### config.mk
export PLATFORM = sky130hd
export DESIGN_NAME = drs_request_front
export DESIGN_NICKNAME = d
export VERILOG_FILES = /design/src/drs_pkg.sv /design/src/drs_delay_pipe.sv /design/src/drs_request_front.sv
export SDC_FILE = /design/constraint.sdc
export NUM_CORES = 1
export LEC_CHECK = 0
export ABC_CLOCK_PERIOD_IN_PS = 6800
export BUFFER_PORTS_ARGS = -buffer_cell sky130_fd_sc_hd__buf_2
export CAP_MARGIN = 20
export CORE_UTILIZATION = 35
export CTS_BUF_LIST = sky130_fd_sc_hd__clkbuf_16
export DETAILED_ROUTE_END_ITERATION = 8
export SLEW_MARGIN = 10
export SYNTH_ARGS = -nofsm -noshare
export SYNTH_HDL_FRONTEND = slang
export SYNTH_HIERARCHICAL = 1
export SYNTH_SLANG_ARGS = --single-unit
### constraint.sdc
create_clock -name clk -period 6.8 [get_ports clk]
set_clock_uncertainty 0.2 [all_clocks]
set_input_delay 1.02 -clock clk [delete_from_list [all_inputs] [get_ports clk]]
set_output_delay 1.02 -clock clk [all_outputs]
set_load 0.03 [all_outputs]
### src/drs_pkg.sv
/*
 * Shared constants and types for the delayed-issue request front end:
 * register offsets and reset values, packet and command carriers.
 * Assumes a single 100 MHz clock and an APB register port.
 */
package drs_pkg;
	localparam int          BANK_W      = 3;
	localparam int          ROW_W       = 12;
	localparam int          COL_W       = 6;
	localparam int          LAT_W       = 8;
	localparam int          MAX_WAIT    = 3;
	localparam int          REF_DLY_LSB = 6;
	localparam int          REF_DLY_MSB = 7;
	localparam int          APB_AW      = 8;
	localparam logic [7:0]  OFS_CTRL    = 8'h00;
	localparam logic [7:0]  OFS_LAT     = 8'h04;
	localparam logic [7:0]  OFS_STAT    = 8'h08;
	localparam logic        CTRL_RST    = 1'h1;
	localparam logic [7:0]  FETCH_RST   = 8'h08;
	localparam logic [7:0]  STORE_RST   = 8'h04;
	localparam int          LAT_STORE_LSB = 8;
	localparam int          STAT_ROW_LSB  = 16;

	typedef enum logic [2:0] {
		PKT_NONE, PKT_OPEN, PKT_READ, PKT_WRITE, PKT_MWRITE, PKT_CLOSE
	} drs_pkt_kind_t;

	typedef enum logic [1:0] {
		REF_NONE, REF_CLOSE, REF_OPEN, REF_OPEN_INC
	} drs_ref_op_t;

	typedef struct packed {
		logic                valid;
		drs_pkt_kind_t       kind;
		logic                open_wait_field;
		logic                access_wait_field;
		logic                close_op;
		logic [1:0]          wait_field;
		logic [BANK_W-1:0]   close_bank_field;
		drs_ref_op_t         refresh_op_field;
		logic [ROW_W-1:0]    refresh_row_field;
		logic [BANK_W-1:0]   bank;
		logic [ROW_W-1:0]    row;
		logic [COL_W-1:0]    col;
	} drs_req_t;

	typedef struct packed {
		logic                valid;
		logic [1:0]          op;
		logic [BANK_W-1:0]   bank;
		logic [ROW_W-1:0]    addr;
	} drs_cmd_t;
endpackage

### src/drs_delay_pipe.sv
/*
 * Slot line that postpones a command by 0..MAXD cycles, plus one
 * output register. Assumes the sender never lands two commands on
 * the same effective cycle; a new entry overwrites a shifted one.
 */
`timescale 1ns/1ps
module drs_delay_pipe #(
	parameter int W    = 8,
	parameter int MAXD = 3
) (
	input  wire logic         clk,
	input  wire logic         rst,
	input  wire logic         in_valid,
	input  wire logic [1:0]   in_delay,
	input  wire logic [W-1:0] in_data,
	output logic              out_valid,
	output logic [W-1:0]      out_data
);
	logic [MAXD:0]  slot_v;
	logic [W-1:0]   slot_d [MAXD:0];

	// Slot 0 is the effective cycle; output register adds one cycle
	assign slot_v[MAXD] = 1'b0;
	assign slot_d[MAXD] = '0;

	genvar i;
	generate
		for (i = 0; i < MAXD; i++) begin : g_slot
			logic         v;
			logic [W-1:0] d;
			always_ff @(posedge clk or posedge rst) begin
				if (rst) begin
					v <= 1'b0;
					d <= '0;
				end else if (in_valid && in_delay == 2'(i + 1)) begin
					v <= 1'b1;
					d <= in_data;
				end else begin
					v <= slot_v[i+1];
					d <= slot_d[i+1];
				end
			end
			assign slot_v[i] = v;
			assign slot_d[i] = d;
		end
	endgenerate

	wire now_in = in_valid && in_delay == 2'h0;

	always_ff @(posedge clk or posedge rst) begin
		if (rst) begin
			out_valid <= 1'b0;
			out_data  <= '0;
		end else begin
			out_valid <= now_in | slot_v[0];
			out_data  <= now_in ? in_data : slot_d[0];
		end
	end
endmodule

### src/drs_request_front.sv
/*
 * Request front end of a multi-bank DRAM: takes request packets,
 * applies their wait fields, and issues effective open, column,
 * close and refresh commands, then times data start from the
 * effective column cycle. Registers over APB.
 * Assumes the controller keeps all inter-command spacing itself.
 */
`timescale 1ns/1ps
// Overview of operation
// Controller spaces opens to different banks
// Same-bank opens bank-cycle apart, close between
// Read to close no earlier than fetch-to-close
// Write to close, then close-to-open before reopen
// Close to open same bank: close-to-open time
// Open to read same bank: open-to-fetch time
// Reads spaced by burst spacing time
// Writes spaced by burst spacing time
// Write to read: store-to-fetch turnaround
// Read to write: fetch-to-store turnaround
// Open to write same bank: open-to-store time
// Closed bank reopened before any access
// Bank stays open minimum time before close
// Closes to different banks spaced apart
// Same-bank closes bank-cycle apart, open between
// Device honours wait fields in all packets
// One-bit wait equals packet one cycle later
// Data latency counts from effective column cycle
// Close wait field delays zero to three
// Refresh delay from upper row field bits; code uses bits 7:6 of the 12-bit field
// Close packet carries two independent operations
// Controller uses longer of both constraints
// Never close and refresh same bank together
// Spacing measured at effective positions, else zero
// Controller tracks per-bank effective command times
module drs_request_front
	import drs_pkg::*;
#(
	parameter int MAX_LAT = 64
) (
	input  wire logic                  clk,
	input  wire logic                  rst,
	input  wire logic                  psel,
	input  wire logic                  penable,
	input  wire logic                  pwrite,
	input  wire logic [drs_pkg::APB_AW-1:0] paddr,
	input  wire logic [31:0]           pwdata,
	output logic      [31:0]           prdata,
	output logic                       pready,
	output logic                       pslverr,
	input  wire drs_pkg::drs_req_t     req,
	output drs_pkg::drs_cmd_t          open_cmd,
	output drs_pkg::drs_cmd_t          col_cmd,
	output drs_pkg::drs_cmd_t          close_cmd,
	output drs_pkg::drs_cmd_t          refresh_cmd,
	output logic                       fetch_data_start,
	output logic                       store_data_start
);
	import drs_pkg::*;

	localparam int CW = $bits(drs_cmd_t);

	logic              enable;
	logic [LAT_W-1:0]  fetch_data_delay;
	logic [LAT_W-1:0]  store_data_delay;
	logic [15:0]       cmd_count;
	logic [ROW_W-1:0]  refresh_row;
	logic [MAX_LAT:0]  fetch_line;
	logic [MAX_LAT:0]  store_line;

	// APB: zero wait states, errors on unmapped offsets
	wire apb_acc   = psel && penable;
	wire hit_ctrl  = paddr == OFS_CTRL;
	wire hit_lat   = paddr == OFS_LAT;
	wire hit_stat  = paddr == OFS_STAT;
	wire hit_any   = hit_ctrl | hit_lat | hit_stat;
	wire wr_ctrl   = apb_acc && pwrite && hit_ctrl;
	wire wr_lat    = apb_acc && pwrite && hit_lat;

	assign pready  = 1'b1;
	assign pslverr = apb_acc && !hit_any;

	wire [31:0] rd_ctrl = {31'h0, enable};
	wire [31:0] rd_lat  = {16'h0, store_data_delay, fetch_data_delay};
	wire [31:0] rd_stat = {4'h0, refresh_row, cmd_count};
	wire [31:0] rd_mux  = hit_ctrl ? rd_ctrl : hit_lat ? rd_lat : hit_stat ? rd_stat : 32'h0;
	assign prdata = (apb_acc && !pwrite) ? rd_mux : 32'h0;

	always_ff @(posedge clk or posedge rst) begin
		if (rst) begin
			enable           <= CTRL_RST;
			fetch_data_delay <= FETCH_RST;
			store_data_delay <= STORE_RST;
		end else begin
			if (wr_ctrl)
				enable <= pwdata[0];
			if (wr_lat) begin
				fetch_data_delay <= pwdata[LAT_W-1:0];
				store_data_delay <= pwdata[LAT_STORE_LSB +: LAT_W];
			end
		end
	end

	// Packet decode; disabled front end drops packets entirely
	wire take      = enable && req.valid;
	wire is_open   = take && req.kind == PKT_OPEN;
	wire is_col    = take && (req.kind == PKT_READ || req.kind == PKT_WRITE
	                          || req.kind == PKT_MWRITE);
	wire is_close  = take && req.kind == PKT_CLOSE;
	wire do_close  = is_close && req.close_op;
	wire do_ref    = is_close && req.refresh_op_field != REF_NONE;

	wire [1:0] open_dly  = {1'b0, req.open_wait_field};
	wire [1:0] col_dly   = {1'b0, req.access_wait_field};
	wire [1:0] close_dly = req.wait_field;
	wire [1:0] ref_dly   = req.refresh_row_field[REF_DLY_MSB:REF_DLY_LSB];

	wire [1:0] col_op = req.kind == PKT_READ  ? 2'h0 :
	                    req.kind == PKT_WRITE ? 2'h1 : 2'h2;

	wire drs_cmd_t open_in  = '{valid: 1'b1, op: 2'h0, bank: req.bank, addr: req.row};
	wire drs_cmd_t col_in   = '{valid: 1'b1, op: col_op, bank: req.bank,
	                            addr: ROW_W'(req.col)};
	wire drs_cmd_t close_in = '{valid: 1'b1, op: 2'h0, bank: req.close_bank_field,
	                            addr: '0};
	wire drs_cmd_t ref_in   = '{valid: 1'b1, op: req.refresh_op_field,
	                            bank: req.refresh_row_field[BANK_W-1:0],
	                            addr: req.refresh_row_field};

	logic [CW-1:0] open_q, col_q, close_q, ref_q;
	logic          open_v, col_v, close_v, ref_v;

	// Four independent lines, so close and refresh never share a delay
	drs_delay_pipe #(.W(CW), .MAXD(MAX_WAIT)) u_open (
		.clk(clk), .rst(rst), .in_valid(is_open), .in_delay(open_dly),
		.in_data(open_in), .out_valid(open_v), .out_data(open_q));
	drs_delay_pipe #(.W(CW), .MAXD(MAX_WAIT)) u_col (
		.clk(clk), .rst(rst), .in_valid(is_col), .in_delay(col_dly),
		.in_data(col_in), .out_valid(col_v), .out_data(col_q));
	drs_delay_pipe #(.W(CW), .MAXD(MAX_WAIT)) u_close (
		.clk(clk), .rst(rst), .in_valid(do_close), .in_delay(close_dly),
		.in_data(close_in), .out_valid(close_v), .out_data(close_q));
	drs_delay_pipe #(.W(CW), .MAXD(MAX_WAIT)) u_ref (
		.clk(clk), .rst(rst), .in_valid(do_ref), .in_delay(ref_dly),
		.in_data(ref_in), .out_valid(ref_v), .out_data(ref_q));

	assign open_cmd    = open_v  ? drs_cmd_t'(open_q)  : '0;
	assign col_cmd     = col_v   ? drs_cmd_t'(col_q)   : '0;
	assign close_cmd   = close_v ? drs_cmd_t'(close_q) : '0;
	assign refresh_cmd = ref_v   ? drs_cmd_t'(ref_q)   : '0;

	// Latency lines start at the effective column, not the arrival
	wire eff_read  = col_cmd.valid && col_cmd.op == 2'h0;
	wire eff_write = col_cmd.valid && col_cmd.op != 2'h0;
	wire [MAX_LAT:0] fetch_set = eff_read  ? ((MAX_LAT+1)'(1) << fetch_data_delay) : '0;
	wire [MAX_LAT:0] store_set = eff_write ? ((MAX_LAT+1)'(1) << store_data_delay) : '0;

	always_ff @(posedge clk or posedge rst) begin
		if (rst) begin
			fetch_line <= '0;
			store_line <= '0;
		end else begin
			fetch_line <= (fetch_line >> 1) | (fetch_set >> 1);
			store_line <= (store_line >> 1) | (store_set >> 1);
		end
	end

	// Delay 0 fires in the effective cycle itself
	assign fetch_data_start = (eff_read  && fetch_data_delay == '0) || fetch_line[0];
	assign store_data_start = (eff_write && store_data_delay == '0) || store_line[0];

	wire ref_inc = refresh_cmd.valid && refresh_cmd.op == REF_OPEN_INC;
	wire [2:0] n_eff = 3'(open_cmd.valid) + 3'(col_cmd.valid)
	                 + 3'(close_cmd.valid) + 3'(refresh_cmd.valid);

	always_ff @(posedge clk or posedge rst) begin
		if (rst) begin
			cmd_count   <= '0;
			refresh_row <= '0;
		end else begin
			cmd_count <= cmd_count + 16'(n_eff);
			if (ref_inc)
				refresh_row <= refresh_row + 1'b1;
		end
	end
endmodule

==> flow_summary.ini <==
[global_route]
grt_pass1_wl_um = 62400
grt_pass1_vias = 11100
grt_max_degree = 107
overflow = 0
antenna_found_initial = 2
track_usage_pct = 14.2

[detailed_routing]
vias = 10700
routed_wl_um = 38600
avgViaCountPerCell = 4.56
met2WireLength_um = 18600
drtIter0Drc = 568
wl_per_cell_um = 16.4
drc = 0
wl_met3_um = 1780
ant_nets = 0
drt_first_pass_iters = 4
wl_met1_um = 17300
top_layer_used = met5

[synth]
yosysWarningCount = 6
synth.ff_latch_count = 477
synthCells = 1314
synth-edff-count = 0
async_flop_share_pct = 100
synth.avg_cell_area_um2 = 14.5
synth_cell_types = 50
syn_area_um2 = 19000
ys_seq_area_share_pct = 62.8
ys_dominant_reg_cell = dfrtp_1

[sta]
tightest_slew_ns = 1.34
maxSlewViolCount = 0
rsz0062_at_grt = false
fin_tns_setup_ns = 0
finalSetupViolCount = 0
fmax_mhz = 235
fin_ws_ns = 2.54
relSlewSlack_pct = 10.7
hold_violations = 0
period_needed_ns = 4.26
fin_crit_sh_pct = 62.7

[setup_path]
worst-setup-path-type = in2out
crit_top_cell = buf_2
cpPeakStageDelay_ns = 0.54
critPathCaptureType = output pin
start_kind = input port
crit_path_max_fanout = 16
arrival_ns = 3.04
slowest_stage = or4_4
required_ns = 5.58
crit_chain = buf_2 > or4_4 > nor4_4 > nand2b_1 > nor2_1 > buf_2

[pwr]
switchingPower_w = 0.00125
internal_power_w = 0.00453
pwr_density_cell_nw_per_um2 = 256
leakage_nw = 12.6
p_clk_share_pct = 48.4
seqPwrFrac_pct = 49.3
peakVddDrop_mv = 0.155
switching_share_pct = 21.6
combPwrFrac_pct = 2.3

[die]
ioPinCount = 200
dieWidth_um = 235
start_util_pct = 35.4
die_area_um2 = 55200
die_h_um = 235
coreArea_um2 = 53700
row_count = 85

[cts]
clk_pin_slew_ns = 0.07
clock-root-buffer = clkbuf_16
htreeDepth = 2
clock_sinks = 477
cts_setup_buffers = 0
holdBufCountCts = 0
tritoncts = built
clk_path_buf_depth = 3
cts.repair.resized = 0
clk_latency_ns = 0.59
cts_buffers = 52

[final_layout]
layout.cells.non_filler = 2349
syn2layout_area_growth_pct = 18.8
drive_gt1_share_pct = 33.3
seqCellArea_um2 = 11900
final_util_pct = 42.0
nFillCells = 4937
design_area_um2 = 22600
final_cell_mix = 474 x dfrtp_1, 178 x buf_2, 152 x mux2_2
layout_commonest_cell = dfrtp_1
multiInputGateArea_um2 = 6890
num_antenna_cells = 0
final_nets = 1706

[hold_path]
hp-class = reg2reg

[outcome]
status = finished clean

[place]
placed_cell_area_um2 = 20800
placed_cells = 2249
port_buffers = 178
post-place-ws_ns = 2.53
place_hpwl_um = 24700
finalWeightedCongestion = 0.772

[flow_run]
maxCapViolCount = 0
[flip-flops by register name, summed over array words and instances, names as in the netlist, 16 cells and up]
signal,count
u_col/out_data,18
u_close/g_slot.d,54
fetch_line,64
u_open/g_slot.d,54
u_ref/g_slot.d,54
u_ref/out_data,18
cmd_count,16
u_col/g_slot.d,54
u_open/out_data,18
store_line,64
u_close/out_data,18
[layer usage]
layer / track usage [%] / vias to the layer above
met5: 0 / -
met4: 5.02 / 2
met3: 2.83 / 67
met2: 23.5 / 203
met1: 18.7 / 5458
li1: - / 4972
[path summary, 6_finish.rpt]
| path | slack, ns | end | cells after the start | start |
|---|---|---|---|---|
| setup / recovery | 2.54 | prdata[10] | 6 | paddr[1] |
| hold / removal | 0.21 | fetch_line[32] | 1 | fetch_line[33] |
| setup reg to reg | 3.32 | cmd_count[14] | 10 | u_open/out_valid |
| hold reg to reg | 0.21 | fetch_line[32] | 1 | fetch_line[33] |
| max in group asynchronous | 4.39 | store_line[37] | 3 | rst |
| min in group asynchronous | 0.43 | u_col/out_data[14] | 3 | rst |
[power groups by stage]
stage | Clock (W) | Sequential (W) | Combinational (W)
5_1_grt | 0.00301 | 0.00285 | 0.000153
4_1_cts | 0.00290 | 0.00285 | 0.000132
2_1_floorplan | 0 | 0.00289 | 0.0000729
6_report | 0.00280 | 0.00285 | 0.000130
3_5_place_dp | 0 | 0.00290 | 0.000131
3_3_place_gp | 0 | 0.00290 | 0.000128
[cells in the mapped netlist, types with 16 or more instances]
cell | n | area share, %
nor2_1 | 44 | 0.87
xnor2_1 | 17 | 0.78
nand2_1 | 23 | 0.45
mux2_2 | 152 | 9.0
and2_1 | 143 | 4.7
a21o_1 | 75 | 3.0
nand2b_1 | 17 | 0.56
inv_1 | 16 | 0.32
mux2_4 | 82 | 6.5
clkbuf_1 | 33 | 0.65
buf_6 | 17 | 1.0
o21bai_1 | 32 | 1.3
and3_1 | 20 | 0.66
dfrtp_1 | 474 | 62
[kinds of logic after synthesis]
logic type	Yosys count	share of synthesized area, %
xor gates and xnor gates	25	1.15
buffers and inverters	87	3.28
other	2	0.0395
DFF	477	62.8
and+or+nand+nor	334	10.7
AOI/OAI and AO/OA	149	6.04
adders and majority gates	5	0.448
muxes	235	15.5
[cell type report]
type / count / area share, %
flip-flops and latches: 477 / 52.9
multi-input cells: 865 / 30.5
clock buffers: 54 / 5.99
repair buffers: 197 / 4.86
well taps: 696 / 3.86
clock inverters: 44 / 1.57
inverters: 16 / 0.299
[worst max-delay path, delay by kind of cell]
kind          cells  cell delay, ns
simple gates      4            1.68
buf+inv           2            0.32
[metrics by stage]
stage,total power (W),hold WS [ns]
6_report,0.00577,0.214
5_1_grt,0.00601,0.223
4_1_cts,0.00588,0.217
3_5_place_dp,0.00303,0.212
3_3_place_gp,0.00303,0.206
2_1_floorplan,0.00297,0.204
Power figures use the tool's default switching activity.
